File: src/rtl/ctrl_pkg.sv
package ctrl_pkg;
	localparam int unsigned CLK_FREQ_HZ = 200_000_000;
	localparam int unsigned CLK_PERIOD_NS = 5;
	localparam int unsigned SW_FREQ_HZ = 1_200_000;

	localparam int unsigned T_OFF_NS = 2_500_000;
	localparam int unsigned T_ENTRY_DELAY_NS = 100_000;
	localparam int unsigned T_ENTRY_LOW_NS = 260_000;
	localparam int unsigned T_ENTRY_WIN_NS = 1_000_000;
	localparam int unsigned T_STEP_NS = 213_000;
	localparam int unsigned T_HALF_LIM_NS = 5_000_000;

	// Least times round up to whole cycles.
	localparam int unsigned OFF_CYC = (T_OFF_NS + CLK_PERIOD_NS - 1) / CLK_PERIOD_NS;
	localparam int unsigned ENTRY_DELAY_CYC =
		(T_ENTRY_DELAY_NS + CLK_PERIOD_NS - 1) / CLK_PERIOD_NS;
	localparam int unsigned ENTRY_LOW_CYC = (T_ENTRY_LOW_NS + CLK_PERIOD_NS - 1) / CLK_PERIOD_NS;
	localparam int unsigned STEP_CYC = (T_STEP_NS + CLK_PERIOD_NS - 1) / CLK_PERIOD_NS;
	localparam int unsigned HALF_LIM_CYC = (T_HALF_LIM_NS + CLK_PERIOD_NS - 1) / CLK_PERIOD_NS;
	// The window is a longest time, so it rounds down.
	localparam int unsigned ENTRY_WIN_CYC = T_ENTRY_WIN_NS / CLK_PERIOD_NS;
	localparam int unsigned SW_PERIOD_CYC = CLK_FREQ_HZ / SW_FREQ_HZ;

	localparam int unsigned TIMER_W = 24;
	localparam int unsigned SW_CNT_W = 8;
	localparam int unsigned RAMP_W = 6;
	localparam logic [RAMP_W-1:0] RAMP_STEPS = 6'h20;
	localparam int unsigned REF_W = 5;
	localparam logic [REF_W-1:0] REF_FULL = 5'h1f;
	localparam int unsigned SYNC_W = 5;
endpackage

File: src/rtl/ramp_if.sv
`timescale 1ns/1ps
interface ramp_if;
	logic run;
	logic [ctrl_pkg::RAMP_W-1:0] level;
	logic full;
	modport ctrl (output run, input level, input full);
	modport ramp (input run, output level, output full);
endinterface

File: src/rtl/interval_timer.sv
`timescale 1ns/1ps
module interval_timer #(
	parameter int unsigned LIMIT = 1
) (
	// Clock and reset
	input wire logic ref_clk,
	input wire logic reset,
	// Control
	input wire logic clear,
	// Status
	output logic done
);
	localparam logic [ctrl_pkg::TIMER_W-1:0] LIM = ctrl_pkg::TIMER_W'(LIMIT);
	logic [ctrl_pkg::TIMER_W-1:0] count_q;

	// Saturates so that a long low cannot wrap back into a short one.
	always_ff @(posedge ref_clk or posedge reset) begin
		if (reset) begin
			count_q <= '0;
		end else if (clear) begin
			count_q <= '0;
		end else if (count_q != LIM) begin
			count_q <= count_q + 1'b1;
		end
	end

	assign done = (count_q == LIM);
endmodule

File: src/rtl/softstart_ramp.sv
`timescale 1ns/1ps
module softstart_ramp #(
	parameter int unsigned STEP_CYC = ctrl_pkg::STEP_CYC
) (
	// Clock and reset
	input wire logic ref_clk,
	input wire logic reset,
	// Ramp link
	ramp_if.ramp rp
);
	localparam logic [ctrl_pkg::TIMER_W-1:0] STEP_LAST = ctrl_pkg::TIMER_W'(STEP_CYC - 1);
	logic [ctrl_pkg::TIMER_W-1:0] tick_q;

	always_ff @(posedge ref_clk or posedge reset) begin
		if (reset) begin
			tick_q <= '0;
			rp.level <= '0;
		end else if (!rp.run) begin
			tick_q <= '0;
			rp.level <= '0;
		end else if (rp.level != ctrl_pkg::RAMP_STEPS) begin
			if (tick_q == STEP_LAST) begin
				tick_q <= '0;
				rp.level <= rp.level + 1'b1;
			end else begin
				tick_q <= tick_q + 1'b1;
			end
		end
	end

	assign rp.full = (rp.level == ctrl_pkg::RAMP_STEPS);
endmodule

File: src/rtl/ctrl_pin_logic.sv
`timescale 1ns/1ps
module ctrl_pin_logic #(
	parameter int unsigned OFF_CYC = ctrl_pkg::OFF_CYC,
	parameter int unsigned ENTRY_DELAY_CYC = ctrl_pkg::ENTRY_DELAY_CYC,
	parameter int unsigned ENTRY_LOW_CYC = ctrl_pkg::ENTRY_LOW_CYC,
	parameter int unsigned ENTRY_WIN_CYC = ctrl_pkg::ENTRY_WIN_CYC,
	parameter int unsigned STEP_CYC = ctrl_pkg::STEP_CYC,
	parameter int unsigned HALF_LIM_CYC = ctrl_pkg::HALF_LIM_CYC
) (
	// Clock and reset
	input wire logic ref_clk,
	input wire logic reset,
	// Control pin and analog comparators
	input wire logic ctrl_pin,
	input wire logic undervoltage_lockout,
	input wire logic over_temp,
	input wire logic over_current,
	input wire logic pwm_trip,
	// Single-wire frame decoder
	input wire logic [ctrl_pkg::REF_W-1:0] wire_ref_in,
	input wire logic wire_ref_load,
	// Mode and reference
	output logic device_on,
	output logic wire_mode,
	output logic frame_accept,
	output logic ref_gate,
	output logic [ctrl_pkg::REF_W-1:0] ref_code,
	output logic [ctrl_pkg::RAMP_W-1:0] ramp_level,
	// Power stage
	output logic half_limit,
	output logic switch_on
);
	typedef enum logic {ST_OFF, ST_ON} state_t;

	////////////////////////////////////////////////////////////////////////////////
	// Input synchronisers.

	logic [ctrl_pkg::SYNC_W-1:0] meta_q;
	logic [ctrl_pkg::SYNC_W-1:0] sync_q;
	logic pin_s;
	logic undervoltage_lockout_s;
	logic ot_s;
	logic oc_s;
	logic trip_s;

	always_ff @(posedge ref_clk or posedge reset) begin
		if (reset) begin
			meta_q <= '0;
			sync_q <= '0;
		end else begin
			meta_q <= {pwm_trip, over_current, over_temp, undervoltage_lockout, ctrl_pin};
			sync_q <= meta_q;
		end
	end

	assign pin_s = sync_q[0];
	assign undervoltage_lockout_s = sync_q[1];
	assign ot_s = sync_q[2];
	assign oc_s = sync_q[3];
	assign trip_s = sync_q[4];

	////////////////////////////////////////////////////////////////////////////////
	// Interval timers.

	state_t state_q;
	state_t state_d;
	logic off_done;
	logic delay_done;
	logic low_done;
	logic win_done;
	logic half_done;
	logic active_q;
	logic active_d;
	logic is_off;

	assign is_off = (state_q == ST_OFF);

	interval_timer #(.LIMIT(OFF_CYC)) u_off_tmr (
		.ref_clk(ref_clk),
		.reset(reset),
		.clear(pin_s || is_off),
		.done(off_done)
	);

	interval_timer #(.LIMIT(ENTRY_WIN_CYC)) u_win_tmr (
		.ref_clk(ref_clk),
		.reset(reset),
		.clear(is_off),
		.done(win_done)
	);

	interval_timer #(.LIMIT(ENTRY_DELAY_CYC)) u_delay_tmr (
		.ref_clk(ref_clk),
		.reset(reset),
		.clear(is_off),
		.done(delay_done)
	);

	// entry low counted only after delay
	interval_timer #(.LIMIT(ENTRY_LOW_CYC)) u_low_tmr (
		.ref_clk(ref_clk),
		.reset(reset),
		.clear(is_off || pin_s || !delay_done),
		.done(low_done)
	);

	interval_timer #(.LIMIT(HALF_LIM_CYC)) u_half_tmr (
		.ref_clk(ref_clk),
		.reset(reset),
		.clear(!active_q),
		.done(half_done)
	);

	////////////////////////////////////////////////////////////////////////////////
	// Enable, shutdown and mode selection.

	logic wire_mode_q;
	logic wire_mode_d;

	always_comb begin
		state_d = state_q;
		case (state_q)
			ST_OFF: begin
				if (pin_s && !undervoltage_lockout_s) begin
					state_d = ST_ON;
				end
			end
			ST_ON: begin
				if (off_done || undervoltage_lockout_s) begin
					state_d = ST_OFF;
				end
			end
			default: begin
				state_d = ST_OFF;
			end
		endcase
	end

	always_ff @(posedge ref_clk or posedge reset) begin
		if (reset) begin
			state_q <= ST_OFF;
		end else begin
			state_q <= state_d;
		end
	end

	always_comb begin
		wire_mode_d = wire_mode_q;
		if (is_off) begin
			wire_mode_d = 1'b0;
		end else if (low_done && !win_done) begin
			wire_mode_d = 1'b1;
		end
	end

	always_ff @(posedge ref_clk or posedge reset) begin
		if (reset) begin
			wire_mode_q <= 1'b0;
		end else begin
			wire_mode_q <= wire_mode_d;
		end
	end

	assign active_d = (state_d == ST_ON) && !undervoltage_lockout_s && !ot_s;

	always_ff @(posedge ref_clk or posedge reset) begin
		if (reset) begin
			active_q <= 1'b0;
		end else begin
			active_q <= active_d;
		end
	end

	////////////////////////////////////////////////////////////////////////////////
	// Reference selection and soft start.

	logic [ctrl_pkg::REF_W-1:0] ref_code_q;
	logic ref_gate_q;
	logic frame_accept_q;
	logic half_limit_q;
	ramp_if u_ramp_if ();

	assign u_ramp_if.run = active_q;

	softstart_ramp #(.STEP_CYC(STEP_CYC)) u_ramp (
		.ref_clk(ref_clk),
		.reset(reset),
		.rp(u_ramp_if.ramp)
	);

	always_ff @(posedge ref_clk or posedge reset) begin
		if (reset) begin
			ref_code_q <= ctrl_pkg::REF_FULL;
		end else if (wire_ref_load && wire_mode_q && !is_off) begin
			ref_code_q <= wire_ref_in;
		end
	end

	always_ff @(posedge ref_clk or posedge reset) begin
		if (reset) begin
			ref_gate_q <= 1'b0;
		end else begin
			ref_gate_q <= active_d && (wire_mode_d || pin_s);
		end
	end

	always_ff @(posedge ref_clk or posedge reset) begin
		if (reset) begin
			frame_accept_q <= 1'b0;
		end else begin
			frame_accept_q <= (state_d == ST_ON) && wire_mode_d;
		end
	end

	always_ff @(posedge ref_clk or posedge reset) begin
		if (reset) begin
			half_limit_q <= 1'b0;
		end else begin
			half_limit_q <= active_d && !(active_q && half_done);
		end
	end

	////////////////////////////////////////////////////////////////////////////////
	// Switching cycle.

	localparam logic [ctrl_pkg::SW_CNT_W-1:0] SW_LAST =
		ctrl_pkg::SW_CNT_W'(ctrl_pkg::SW_PERIOD_CYC - 1);
	logic [ctrl_pkg::SW_CNT_W-1:0] sw_cnt_q;
	logic cyc_start;
	logic switch_q;

	always_ff @(posedge ref_clk or posedge reset) begin
		if (reset) begin
			sw_cnt_q <= '0;
		end else if (sw_cnt_q == SW_LAST) begin
			sw_cnt_q <= '0;
		end else begin
			sw_cnt_q <= sw_cnt_q + 1'b1;
		end
	end

	assign cyc_start = (sw_cnt_q == '0);

	always_ff @(posedge ref_clk or posedge reset) begin
		if (reset) begin
			switch_q <= 1'b0;
		end else if (!active_d) begin
			switch_q <= 1'b0;
		end else if (cyc_start) begin
			switch_q <= 1'b1;
		end else if (oc_s || trip_s) begin
			switch_q <= 1'b0;
		end
	end

	assign device_on = active_q;
	assign wire_mode = wire_mode_q;
	assign frame_accept = frame_accept_q;
	assign ref_gate = ref_gate_q;
	assign ref_code = ref_code_q;
	assign ramp_level = u_ramp_if.level;
	assign half_limit = half_limit_q;
	assign switch_on = switch_q;
endmodule

File: config.mk
export PLATFORM = sky130hd
export DESIGN_NAME = ctrl_pin_logic
export DESIGN_NICKNAME = d
export VERILOG_FILES = /design/src/rtl/ctrl_pkg.sv /design/src/rtl/ramp_if.sv /design/src/rtl/interval_timer.sv /design/src/rtl/softstart_ramp.sv /design/src/rtl/ctrl_pin_logic.sv
export SDC_FILE = /design/constraint.sdc
export NUM_CORES = 1
export LEC_CHECK = 0
export BUFFER_PORTS_ARGS = -buffer_cell sky130_fd_sc_hd__buf_2
export CAP_MARGIN = 40
export CORE_ASPECT_RATIO = 1.25
export CORE_MARGIN = 2
export CORE_UTILIZATION = 50
export DETAILED_ROUTE_END_ITERATION = 8
export PLACE_DENSITY = 0.76
export SYNTH_ARGS = -nofsm -noshare
export SYNTH_HDL_FRONTEND = slang
export SYNTH_SLANG_ARGS = --single-unit
File: constraint.sdc
create_clock -name ref_clk -period 14.71 [get_ports ref_clk]
set_clock_uncertainty 0.2 [all_clocks]
set_input_delay 0.7355 -clock ref_clk [delete_from_list [all_inputs] [get_ports ref_clk]]
set_output_delay 0.7355 -clock ref_clk [all_outputs]
set_load 0.02 [all_outputs]
Yosys cells after proc, flatten, opt, wreduce, memory -nomap -nowiden
Cells that the tools add are included.

cells by class
  add/sub/neg operators = 8
  multiply operators = 0
  divide/modulo/power cells = 0
  $lt $le $gt $ge = 0
  equality and inequality tests = 19
  shift operators = 0
  muxes and demuxes = 25
  bitwise operators = 1
  reductions and logical operators = 24

operator list
  operator               count
  $mux 24                13
  $add 24x1->24 const B  6
  $eq 24x16->1 const B   2
  $eq 24x15->1 const B   1
  $eq 24x18->1 const B   1
  $eq 24x19->1 const B   1
  $eq 24x20->1 const B   1
  $ne 24x15->1 const B   1
  $ne 24x16->1 const B   1
  $ne 24x18->1 const B   1
  $ne 24x19->1 const B   1
  $ne 24x20->1 const B   1
  $mux 6                 3
  $logic_and 1x1->1      10
  $ne 2x1->1 const B     5
  $add 8x1->8 const B    1
  $eq 8x8->1 const B     1
  $logic_not 8->1        1
  $mux 8                 1
  $mux 1                 7
  $add 6x1->6 const B    1
  $ne 6x6->1 const B     1
  $logic_not 1->1        5
  $logic_or 1x1->1       5
  5 further kinds        6

storage, ports and cells
  flip-flop bits (word level) = 180
  latch bits = 0
  bits in writable memories = 0
  ROM bits = 0
  input bits = 13
  output and inout port bits = 17
  logic and storage cells = 95
  memories kept = 0

Depth between registers and ports, before layout
Gate-level depths: netlist (run 1).

  depth in word-level cells = 7
  mapped depth = 8
  gate-level depth less buffers = 6

Modules after synthesis
Synthesis (run 1) repeated with hierarchy kept, for this count alone.

second synthesis, totals
  cells, all modules = 989
  area total of the unflattened synthesis = 9701.8 um2

by module, submodules not included
  module                         instances  cells each  area each (um2)  seq. area each (um2)
  softstart_ramp                 1          204         1935.6           750.7
  interval_timer at u_low_tmr    1          141         1360.1           600.6
  interval_timer at u_off_tmr    1          141         1330.0           600.6
  interval_timer at u_win_tmr    1          142         1327.5           600.6
  interval_timer at u_half_tmr   1          138         1322.5           600.6
  interval_timer at u_delay_tmr  1          139         1300.0           600.6
  ctrl_pin_logic                 1          84          1126.1           757.0

Worst setup path after synthesis (run 1)
Ideal clock, no wire load.

  kind = reg-to-reg
  from = reg u_delay_tmr.count_q[4] (netlist name)
  to = reg u_low_tmr.count_q[13] (netlist name)
  setup time = 0.077 ns
  arrival = 2.111 ns
  required time = 14.433 ns
  path slack = 12.322 ns
  stages on the path, launching flop included = 7
  buffers on the path = 2
  period minus slack after synthesis = 2.388 ns
  cells stage by stage = dfrtp_1 -> or4b_1 -> or4_4 -> or3_1 -> buf_6 -> buf_6 -> a21oi_1

between the ends
  cells in the longest elaborated chain, start to end = 4
  elaborated cells on any way between the ends = 5
  classes of those cells = eq/ne: 1; mux: 1; reduce/logical: 3

RTL lines
  item                                                 line                   RTL
  start, declared                                      interval_timer.sv:14   logic [ctrl_pkg::TIMER_W-1:0] count_q;
  start signal, assigned                               interval_timer.sv:23   count_q <= count_q + 1'b1;
  $eq 24x15->1 (*)                                     interval_timer.sv:27   assign done = (count_q == LIM);
  $logic_not 1->1 (*)                                  ctrl_pin_logic.sv:103  .clear(is_off || pin_s || !delay_done),
  $logic_or 1x1->1 (*)                                 ctrl_pin_logic.sv:103
  $mux 24 / $reduce_bool 2->1 (equally long branches)  -
  end signal, assigned                                 interval_timer.sv:23
  end, declared                                        interval_timer.sv:14

Every way passes the cells marked *; elsewhere a longest branch is shown, timed or not.
A chain may end at the register's enable or synchronous reset.

Worst setup path in the final report (run 1)
  from = reg u_delay_tmr.count_q[4] (netlist name)
  to = reg u_low_tmr.count_q[0] (netlist name)

The elaborated chain is that of the path after synthesis.

==> results of run 1 <==
[worst max-delay path, cell delays in order (launching register included)]
cell,delay [ps]
sky130_fd_sc_hd__dfrtp_1,440
sky130_fd_sc_hd__or4b_1,540
sky130_fd_sc_hd__or4_4,530
sky130_fd_sc_hd__or3_1,680
sky130_fd_sc_hd__nor3_1,280
[flip-flops by register name (all words and copies together), names as in the netlist]
name,count
meta_q,5
state_q,1
sync_q,5
u_ramp.rp.level,6
u_half_tmr.count_q,24
ref_gate,1
u_delay_tmr.count_q,24
device_on,1
wire_mode,1
u_off_tmr.count_q,24
u_low_tmr.count_q,24
frame_accept,1
u_win_tmr.count_q,24
u_ramp.tick_q,24
half_limit,1
sw_cnt_q,8
switch_on,1
ref_code,5
[kinds of logic after synthesis]
group	Yosys count	share of synthesized area, %
buffers and inverters	59	2.64
adder cells (fa/ha/maj)	16	2.16
multiplexers	8	0.932
AO/OA/AOI/OAI	205	12.9
AND/OR/NAND/NOR	436	27.1
flip-flops	180	48.7
XOR/XNOR	59	5.58
[layout make-up]
cell class / count / area [µm²] / area share, %
clock inverter: 11 / 183 / 1.77
multi-input combinational: 724 / 4500 / 43.6
tap: 228 / 285 / 2.76
clock buffer: 21 / 450 / 4.36
sequential: 180 / 4510 / 43.7
timing repair buffer: 38 / 265 / 2.57
inverter: 31 / 121 / 1.18
[power breakdown]
group          switching (µW)  total [µW]  internal [µW]  leakage [µW]
Sequential               3.62         502            498       0.00245
Clock                     186         491            305      0.000311
Combinational            21.8        30.3           8.47       0.00116
[cell usage after synthesis (5+ instances only)]
cell	number
sky130_fd_sc_hd__and2_1	7
sky130_fd_sc_hd__nand2b_1	9
sky130_fd_sc_hd__and4_1	22
sky130_fd_sc_hd__nand3_1	58
sky130_fd_sc_hd__xor2_1	34
sky130_fd_sc_hd__nor3_1	22
sky130_fd_sc_hd__nand2_1	56
sky130_fd_sc_hd__clkbuf_1	23
sky130_fd_sc_hd__nor4_1	14
sky130_fd_sc_hd__or3_1	34
sky130_fd_sc_hd__mux2_2	5
sky130_fd_sc_hd__a21oi_1	90
sky130_fd_sc_hd__xnor2_1	25
sky130_fd_sc_hd__inv_1	30
sky130_fd_sc_hd__o21a_1	5
sky130_fd_sc_hd__o21ai_0	51
sky130_fd_sc_hd__or4_1	47
sky130_fd_sc_hd__nor4b_1	11
sky130_fd_sc_hd__dfstp_2	5
sky130_fd_sc_hd__ha_1	16
sky130_fd_sc_hd__and3_1	19
sky130_fd_sc_hd__nor2b_1	6
sky130_fd_sc_hd__a2111oi_0	5
sky130_fd_sc_hd__nand4_1	43
sky130_fd_sc_hd__nor2_1	70
sky130_fd_sc_hd__o31ai_1	39
sky130_fd_sc_hd__dfrtp_1	175
[stage by stage]
stage	std cells	setup slack, ps
2_1_floorplan	963	8900
3_3_place_gp	1194	11810
3_5_place_dp	1201	11960
4_1_cts	1233	11930
5_1_grt	1233	11810
6_report	1233	11940
[worst max-delay path by stage]
stage                                        to  slack, ps  cells past startpoint                    from
final                      u_low_tmr.count_q[0]      11940                      4  u_delay_tmr.count_q[4]
after global placement         u_ramp.tick_q[7]      11810                      4       u_ramp.tick_q[12]
after global routing      u_low_tmr.count_q[20]      11810                      4  u_delay_tmr.count_q[4]
after floorplan                       device_on       8900                      1                   reset
after detailed placement   u_low_tmr.count_q[0]      11960                      4  u_delay_tmr.count_q[4]
after CTS                  u_low_tmr.count_q[0]      11930                      4  u_delay_tmr.count_q[4]
[metal layers]
layer / up-vias / global-route usage [%]
li1: 3688 / -
met1: 3768 / 26.7
met2: 135 / 34.2
met3: 28 / 3.64
met4: 0 / 8.25
met5: - / 0
==> results.yml, run 1 <==
timing:
  tightestPinTransition_ps: 945
  hold_ws_ps: 60.7
  maxSlewViolCount: 0
  finalHoldViolations: 0
  final.min_clock_period_ps: 2770
  setup_tns_ps: 0
  max_freq_ghz: 0.361
  relSlewSlack_pct: 36.1
  unrepaired_setup_endpoints_after_global_routing: "false"
  setup-violations-final: 0
  timing.final.crit_share_pct: 18.8
routing:
  final_antenna_net_count: 0
  finalWirelength_um: 19200
  detailedRoute.firstIterationViolations: 578
  dr_wl_met3_um: 593
  wirelength_met1_um: 8720
  wl_per_cell_um: 15.6
  vias: 7619
  routed-wl-met2_um: 9560
  top_layer_used: "met4"
  routed_via_density: 6.18
  firstDrtPassIters: 5
  drc: 0
final_layout:
  layout.cell_area.non_filler_um2: 10300
  layout.core_utilization_pct: 57.0
  post_route_cells_drive_above_1_share_pct: 8.26
  layout_commonest_cell: "sky130_fd_sc_hd__dfrtp_1"
  area_growth_syn_to_layout_pct: 11.5
  fillers: 1572
  fin_nets: 1021
  antennaDiodeCount: 0
  most-common-layout-cells: "sky130_fd_sc_hd__dfrtp_1 (175), sky130_fd_sc_hd__a21oi_1 (90), sky130_fd_sc_hd__nor2_1 (70)"
critical_path:
  setup.reg_to_reg.worst_slack_ps: 11940
  cp.required_ps: 14850
  crit-reg2reg-launch: "u_delay_tmr.count_q[4]"
  crit_fanout: 24
  worstReg2RegEnd: "u_low_tmr.count_q[0]"
  criticalPathCategory: "reg -> reg"
  critPathLaunchType: "flop"
  worst-r2r-cell-count: 4
  end_kind: "flop"
  crit_arrival_ps: 2900
logic_synthesis:
  syn_nets: 992
  mean_cell_area_of_the_mapped_netlist_um2: 9.61
  ys.flop_type: "sky130_fd_sc_hd__dfrtp_1"
  ys_top_cells_by_area: "sky130_fd_sc_hd__dfrtp_1 (47%), sky130_fd_sc_hd__a21oi_1 (4.9%), sky130_fd_sc_hd__or4_1 (3.8%)"
  netlist.top_cell.by_area: "sky130_fd_sc_hd__dfrtp_1"
  post_synth_num_cell_types: 52
  ys_seq_elements: 180
  synthDominantCellAreaShare_pct: 47.3
  synth-seq-area-share_pct: 48.7
  ys_warn_count: 0
  synth-edff-count: 0
  post_synthesis_cell_area_um2: 9260
  share_of_flip_flops_with_an_asynchronous_set_or_reset_after_synthesis_pct: 100
  synthCells: 963
die:
  io_pins: 30
  floorplan.die_area_um2: 19600
  dieHeight_um: 156
  placementRows: 55
  die_width_um: 126
  core-area_um2: 18100
  floorplan.initialDensity_pct: 51.2
run:
  maximum_capacitance_violations: 0
pwr:
  pd_cells_nw_per_um2: 99.1
  max-vdd-ir-drop_uv: 85.9
  total_power_uw: 1020
  total_leakage_power_uw: 0.00392
cts:
  cts.root.buffer_cell: "sky130_fd_sc_hd__clkbuf_16"
  post_cts_resize_count: 0
  post-cts-setup-buffers: 0
  cts_tree: "built"
  cts.hold.buffers_added: 0
  insertion_delay_ps: 420
  cts-root-to-sink-buffers: 2
  cts_inserted_buffers: 17
  clock_sink_count: 180
  clkSlewWorstSetupHoldPaths_ps: 60
  htree_levels: 4
place:
  placement.io_buffers: 29
  dpl-instance-area_um2: 9690
  hpwlAfterDp_um: 12900
  gp_routability_congestion: 0.816
global_route:
  grt_start_max_net_pins: 80
  antenna_found_initial: 0
  grt_usage_pct: 20.5
  first_global_vias: 7327
  grt_first_pass_wirelength_um: 33800
  overflow_after_grt: 0
status:
  outcome: "finished, final reports clean"
worst_hold_path:
  hold_class: "in -> async"
Power figures use the tool's default switching activity.
==> inputs of run 2 (changes only) <==
--- a/config.mk
+++ b/config.mk
@@ -5,13 +5,14 @@
 export SDC_FILE = /design/constraint.sdc
 export NUM_CORES = 1
 export LEC_CHECK = 0
+export ABC_AREA = 1
 export BUFFER_PORTS_ARGS = -buffer_cell sky130_fd_sc_hd__buf_2
 export CAP_MARGIN = 40
 export CORE_ASPECT_RATIO = 1.25
 export CORE_MARGIN = 2
 export CORE_UTILIZATION = 50
 export DETAILED_ROUTE_END_ITERATION = 8
-export PLACE_DENSITY = 0.76
+export PLACE_DENSITY = 0.79
 export SYNTH_ARGS = -nofsm -noshare
 export SYNTH_HDL_FRONTEND = slang
 export SYNTH_SLANG_ARGS = --single-unit
==> constraint.sdc (replaced) <==
create_clock -name ref_clk -period 2.4 [get_ports ref_clk]
set_clock_uncertainty 0.2 [all_clocks]
set_input_delay 0.12 -clock ref_clk [delete_from_list [all_inputs] [get_ports ref_clk]]
set_output_delay 0.12 -clock ref_clk [all_outputs]
set_load 0.02 [all_outputs]
==> run 2 against run 1 <==
Effect of this change: first-iteration DRC count rose by 1.7%; synthesized area increased by 6.3%; synthesized cell count is 38% higher; total power grew to 6.3 times the previous value; largest power group is now clock.
==> results.yml, run 2 <==
status:
  outcome: "finished, final reports clean"
timing:
  setup-violations-final: 0
  relSlewSlack_pct: 58.3
  unrepaired_setup_endpoints_after_global_routing: "false"
  tightestPinTransition_ps: 625
  maxSlewViolCount: 0
  finalHoldViolations: 0
  final.min_clock_period_ps: 2200
  timing.final.crit_share_pct: 91.6
  max_freq_ghz: 0.455
place:
  gp_routability_congestion: 0.932
  hpwlAfterDp_um: 14600
  placement.io_buffers: 29
  dpl-instance-area_um2: 10300
routing:
  vias: 8739
  final_antenna_net_count: 0
  wl_per_cell_um: 12.7
  firstDrtPassIters: 7
  detailedRoute.firstIterationViolations: 588
  routed_via_density: 5.28
  finalWirelength_um: 21100
  drc: 0
logic_synthesis:
  ys_top_cells_by_area: "sky130_fd_sc_hd__dfrtp_1 (44%), sky130_fd_sc_hd__nand2_1 (11%), sky130_fd_sc_hd__nor2_1 (8.2%)"
  synth-seq-area-share_pct: 45.8
  ys.flop_type: "sky130_fd_sc_hd__dfrtp_1"
  yosysMostFrequentCell: "sky130_fd_sc_hd__nand2_1"
  syn_nets: 1355
  synth-edff-count: 0
  synthDominantCellAreaShare_pct: 44.5
  ys_warn_count: 0
  synthCells: 1326
  netlist.top_cell.by_area: "sky130_fd_sc_hd__dfrtp_1"
  ys_seq_elements: 180
  post_synthesis_cell_area_um2: 9840
  post_synth_num_cell_types: 38
  mean_cell_area_of_the_mapped_netlist_um2: 7.42
  synth_top_cells_by_count: "sky130_fd_sc_hd__nand2_1 (287), sky130_fd_sc_hd__nor2_1 (215), sky130_fd_sc_hd__dfrtp_1 (175)"
  share_of_flip_flops_with_an_asynchronous_set_or_reset_after_synthesis_pct: 100
final_layout:
  multi_input_area_um2: 4570
  post_route_cells_drive_above_1_share_pct: 8.78
  most-common-layout-cells: "sky130_fd_sc_hd__nand2_1 (287), sky130_fd_sc_hd__nor2_1 (215), sky130_fd_sc_hd__dfrtp_1 (175)"
  layout.cell_area.non_filler_um2: 11100
  fin_nets: 1406
  layout_commonest_cell: "sky130_fd_sc_hd__nand2_1"
  register_area_um2: 4510
  area_growth_syn_to_layout_pct: 13.0
  layout.core_utilization_pct: 57.3
  fillers: 1781
  antennaDiodeCount: 0
cts:
  cts-root-to-sink-buffers: 2
  insertion_delay_ps: 430
  cts_tree: "built"
  htree_levels: 4
  cts.root.buffer_cell: "sky130_fd_sc_hd__clkbuf_16"
  clkSlewWorstSetupHoldPaths_ps: 70
  clock_sink_count: 180
  cts_inserted_buffers: 17
critical_path:
  cp-startpoint: "state_q"
  cp.required_ps: 2550
  setup.reg_to_reg.worst_slack_ps: 200
  criticalPathCategory: "reg -> reg"
  worstSetupEndpoint: "ref_code[1]"
  critPathLaunchType: "flop"
  crit-reg2reg-launch: "state_q"
  crit_arrival_ps: 2350
  worst-r2r-cell-count: 4
  end_kind: "flop"
  crit_fanout: 37
  worstReg2RegEnd: "ref_code[1]"
die:
  core-area_um2: 19400
  io_pins: 30
  placementRows: 57
  die_width_um: 130
  floorplan.initialDensity_pct: 50.7
  dieHeight_um: 161
  floorplan.die_area_um2: 20800
global_route:
  grt_start_max_net_pins: 113
  grt_first_pass_wirelength_um: 36900
  overflow_after_grt: 0
  grt_usage_pct: 21.4
  antenna_found_initial: 0
  first_global_vias: 8479
pwr:
  max-vdd-ir-drop_uv: 545
  pd_cells_nw_per_um2: 581
  sw_frac_of_total_pct: 21.0
  p_clk_share_pct: 49.2
  switching_power_uw: 1360
  combinationalPowerShare_pct: 3.2
  seqPwrFrac_pct: 47.6
  total_leakage_power_uw: 0.00491
  internal-power_uw: 5100
worst_hold_path:
  hold_class: "in -> reg"
run:
  maximum_capacitance_violations: 0
-- run 2: changes by cell type in the layout (fill, tap and decap cells not counted), sizes merged, moves of 23 or more --
cell	before	now
or4	48	0
and4	23	0
nor3	22	50
nand3	58	121
or3	35	0
o31ai	39	0
nor2	70	233
inv	30	179
nand2	56	292
-- run 2: area by class of cell --
class	instances	share of cell area, %
clock buffer	20	4.02
clock inverter	12	2.05
multi-input combinational	948	41.1
timing repair buffer	50	3.24
inverter	180	6.11
tap	265	2.98
sequential	180	40.6
-- run 2: cell families after synthesis --
group | after synthesis | synth area share (%)
AOI/OAI and AO/OA | 156 | 8.24
buffers and inverters | 198 | 7.79
and+or+nand+nor | 745 | 33.2
adders and majority gates | 16 | 2.03
DFF | 180 | 45.8
xor gates and xnor gates | 26 | 2.31
muxes | 5 | 0.572
-- run 2: per-layer routing --
layer	share of wire (%)	up-vias	GRT usage, %
met3	3.5	37	3.90
met1	43	4165	25.6
met2	52	171	38.4
met4	1.9	0	7.33
li1	-	4366	-
met5	0	-	0
-- run 2: power by group through the flow --
stage,Sequential (µW),Combinational [µW],Clock [µW]
final,3070,208,3180
after global routing,3080,242,3360
after CTS,3070,215,3230
after detailed placement,3130,200,0
after global placement,3130,197,0
after floorplan,3130,128,0
-- run 2: worst min path at each step --
| stage | startpoint | to | slack [ps] | cells after the start |
|---|---|---|---|---|
| 6_report | wire_ref_load | ref_code[4] | 20 | 3 |
| 5_1_grt | wire_ref_load | ref_code[4] | 50 | 3 |
| 4_1_cts | wire_ref_load | ref_code[4] | 3 | 3 |
| 3_5_place_dp | over_current | meta_q[3] | 30 | 1 |
| 3_3_place_gp | pwm_trip | meta_q[4] | 30 | 1 |
| 2_1_floorplan | ctrl_pin | meta_q[0] | -50 | 0 |
-- run 2: critical path, stage by stage, from the launching register on --
cell	delay, ps
sky130_fd_sc_hd__dfrtp_1	360
sky130_fd_sc_hd__buf_4	350
sky130_fd_sc_hd__nand3_1	300
sky130_fd_sc_hd__mux2_2	350
sky130_fd_sc_hd__dlygate4sd3_1	560
-- run 2: timing repair --
item	CTS	global route
hold endpoints to repair	185	0
hold buffers	13	0
gates resized for setup	0	0
buffers inserted	0	0
-- run 2: per-stage QoR --
stage	hold slack, ps	setup TNS (ps)	instances	total power, µW	setup slack (ps)
after floorplan	-48.6	-39290	1326	3260	-225
after global placement	29.5	0	1610	3330	311
after detailed placement	30.5	0	1610	3330	270
after CTS	2.59	0	1655	6520	221
after global routing	47.4	0	1655	6680	49.3
final	20.3	0	1655	6460	202
==> inputs of run 3 (changes only) <==
--- a/config.mk
+++ b/config.mk
@@ -12,7 +12,7 @@
 export CORE_MARGIN = 2
 export CORE_UTILIZATION = 50
 export DETAILED_ROUTE_END_ITERATION = 8
-export PLACE_DENSITY = 0.79
+export PLACE_DENSITY = 0.73
 export SYNTH_ARGS = -nofsm -noshare
 export SYNTH_HDL_FRONTEND = slang
 export SYNTH_SLANG_ARGS = --single-unit
==> run 3 against run 2 <==
Effect of this change: flip-flop and latch count unchanged; sequential share of layout area grew 0.073 points; clock-buffer cell count fell by 2; critical path type unchanged; critical path depth rose by 4.
==> results.yml, run 3 (synthesis results as in run 2) <==
routing:
  final_antenna_net_count: 0
  wl_per_cell_um: 12.8
  detailedRoute.firstIterationViolations: 546
  finalWirelength_um: 21100
  vias: 8652
  firstDrtPassIters: 5
  routed_via_density: 5.22
  drc: 0
pwr:
  switching_power_uw: 1360
  sw_frac_of_total_pct: 21.5
  p_clk_share_pct: 47.9
  pd_cells_nw_per_um2: 570
  total_leakage_power_uw: 0.00491
  internal-power_uw: 4970
  combinationalPowerShare_pct: 3.5
  total_power_uw: 6320
  max-vdd-ir-drop_uv: 528
  seqPwrFrac_pct: 48.6
run:
  maximum_capacitance_violations: 0
timing:
  tightestPinTransition_ps: 659
  unrepaired_setup_endpoints_after_global_routing: "false"
  final.setup.worst_slack_ps: 247
  finalHoldViolations: 0
  final.min_clock_period_ps: 2150
  relSlewSlack_pct: 56.0
  max_freq_ghz: 0.464
  hold_ws_ps: 106
  timing.final.crit_share_pct: 89.7
  maxSlewViolCount: 0
  setup-violations-final: 0
critical_path:
  worst_path_max_delay_cell: "sky130_fd_sc_hd__dfrtp_1"
  cp.required_ps: 2540
  crit_fanout: 18
  critPathLaunchType: "flop"
  cp_cell_sequence: "inv_1 -> ha_1 -> nand2_1 -> nor2_1 -> nand3_2 -> nand2_2 -> inv_2 -> nor2_1"
  crit_top_cell: "sky130_fd_sc_hd__nor2_1"
  criticalPathCategory: "reg -> reg"
  end_kind: "flop"
  crit_arrival_ps: 2300
  cp_slowest_stage_delay_ps: 430
final_layout:
  post_layout_nonfiller_instances: 1656
  post_route_cells_drive_above_1_share_pct: 9.06
  area_growth_syn_to_layout_pct: 12.8
  most-common-layout-cells: "sky130_fd_sc_hd__nand2_1 (287), sky130_fd_sc_hd__nor2_1 (215), sky130_fd_sc_hd__dfrtp_1 (175)"
  fin_nets: 1407
  antennaDiodeCount: 0
  layout_commonest_cell: "sky130_fd_sc_hd__nand2_1"
worst_hold_path:
  hold_class: "in -> reg"
global_route:
  grt_util_met1_pct: 27.0
  grt_usage_pct: 21.8
  overflow_after_grt: 0
  grt_busiest_layer: "met2"
  antenna_found_initial: 0
  use_met3_pct: 3.90
  grt_first_pass_wirelength_um: 37100
  first_global_vias: 8468
  grt_start_max_net_pins: 45
  met2_usage_pct: 37.6
place:
  place_worst_setup_slack_ps: 286
  gp_routability_congestion: 0.904
  hpwlAfterDp_um: 15000
  placement.io_buffers: 29
  number_of_placed_cells_counting_well_taps: 1613
die:
  placementRows: 57
  core-area_um2: 19400
  die_width_um: 130
  dieHeight_um: 161
  io_pins: 30
  floorplan.die_area_um2: 20800
  floorplan.initialDensity_pct: 50.7
status:
  outcome: "finished, final reports clean"
cts:
  cts_tree: "built"
  htree_levels: 4
  clock_sink_count: 180
  cts-root-to-sink-buffers: 2
  post_cts_resize_count: 0
  cts_inserted_buffers: 17
  cts.root.buffer_cell: "sky130_fd_sc_hd__clkbuf_16"
  clkSlewWorstSetupHoldPaths_ps: 70
  insertion_delay_ps: 430
==> run 3: cell types whose count changed in the layout (fill, tap and decap cells not counted) <==
cell and delta:
sky130_fd_sc_hd__clkinvlp_4 -1, sky130_fd_sc_hd__clkbuf_1 -1, sky130_fd_sc_hd__dlygate4sd3_1 -2, sky130_fd_sc_hd__buf_4 +2
sky130_fd_sc_hd__clkbuf_8 -1, sky130_fd_sc_hd__bufinv_16 -1, sky130_fd_sc_hd__clkinv_2 +4, sky130_fd_sc_hd__buf_12 +1
==> run 3: critical path: cells and delay by family, from the launching register on <==
kind	cells	cell delay, ps
simple gates	5	1020
flops	1	430
buf+inv	2	280
fa+ha+maj	1	140
==> run 3: metrics by stage <==
step	setup TNS [ps]	util (%)	cell area (µm²)
floorplan	-39290	-	9850
global placement	0	53.4	10400
detailed placement	0	53.4	10400
CTS	0	57.2	11100
global route	0	57.2	11100
finish	0	57.2	11100
==> run 3: power by group through the flow <==
stage                     combinational, µW  sequential (µW)  clock, µW
after floorplan                         128             3130          0
after global placement                  206             3130          0
after detailed placement                211             3130          0
after CTS                               226             3070       3090
after global routing                    255             3070       3210
final                                   220             3070       3030
==> run 3: worst paths after layout <==
check                                        start                    end  slack [ps]  cells after the start
worst max-delay path            u_ramp.rp.level[0]       u_ramp.tick_q[2]         250                      8
worst min-delay path                 wire_ref_load            ref_code[0]         110                      3
worst max register to register  u_ramp.rp.level[0]       u_ramp.tick_q[2]         250                      8
worst min register to register           meta_q[2]              sync_q[2]         150                      0
max in group asynchronous                    reset  u_win_tmr.count_q[12]        1170                      4
min in group asynchronous                    reset              meta_q[4]         130                      3
==> run 3: layout make-up <==
cell class,count,area (µm²)
well taps,265,332
clock inverters,14,210
flip-flops and latches,180,4510
inverters,180,679
clock buffers,18,429
repair buffers,51,375
multi-input cells,948,4570
fillers,1793,8300
==> run 3: per-layer routing <==
metal  vias to the layer above  wire length [µm]
li1                       4367                 -
met1                      4078              9340
met2                       164             10800
met3                        43               548
met4                         0               478
met5                         -                 0
==> run 3: timing repair <==
item,4_1_cts,5_1_grt
hold endpoints to repair,32,0
setup endpoints to repair,0,0
hold buffers,11,0
buffers inserted,0,0
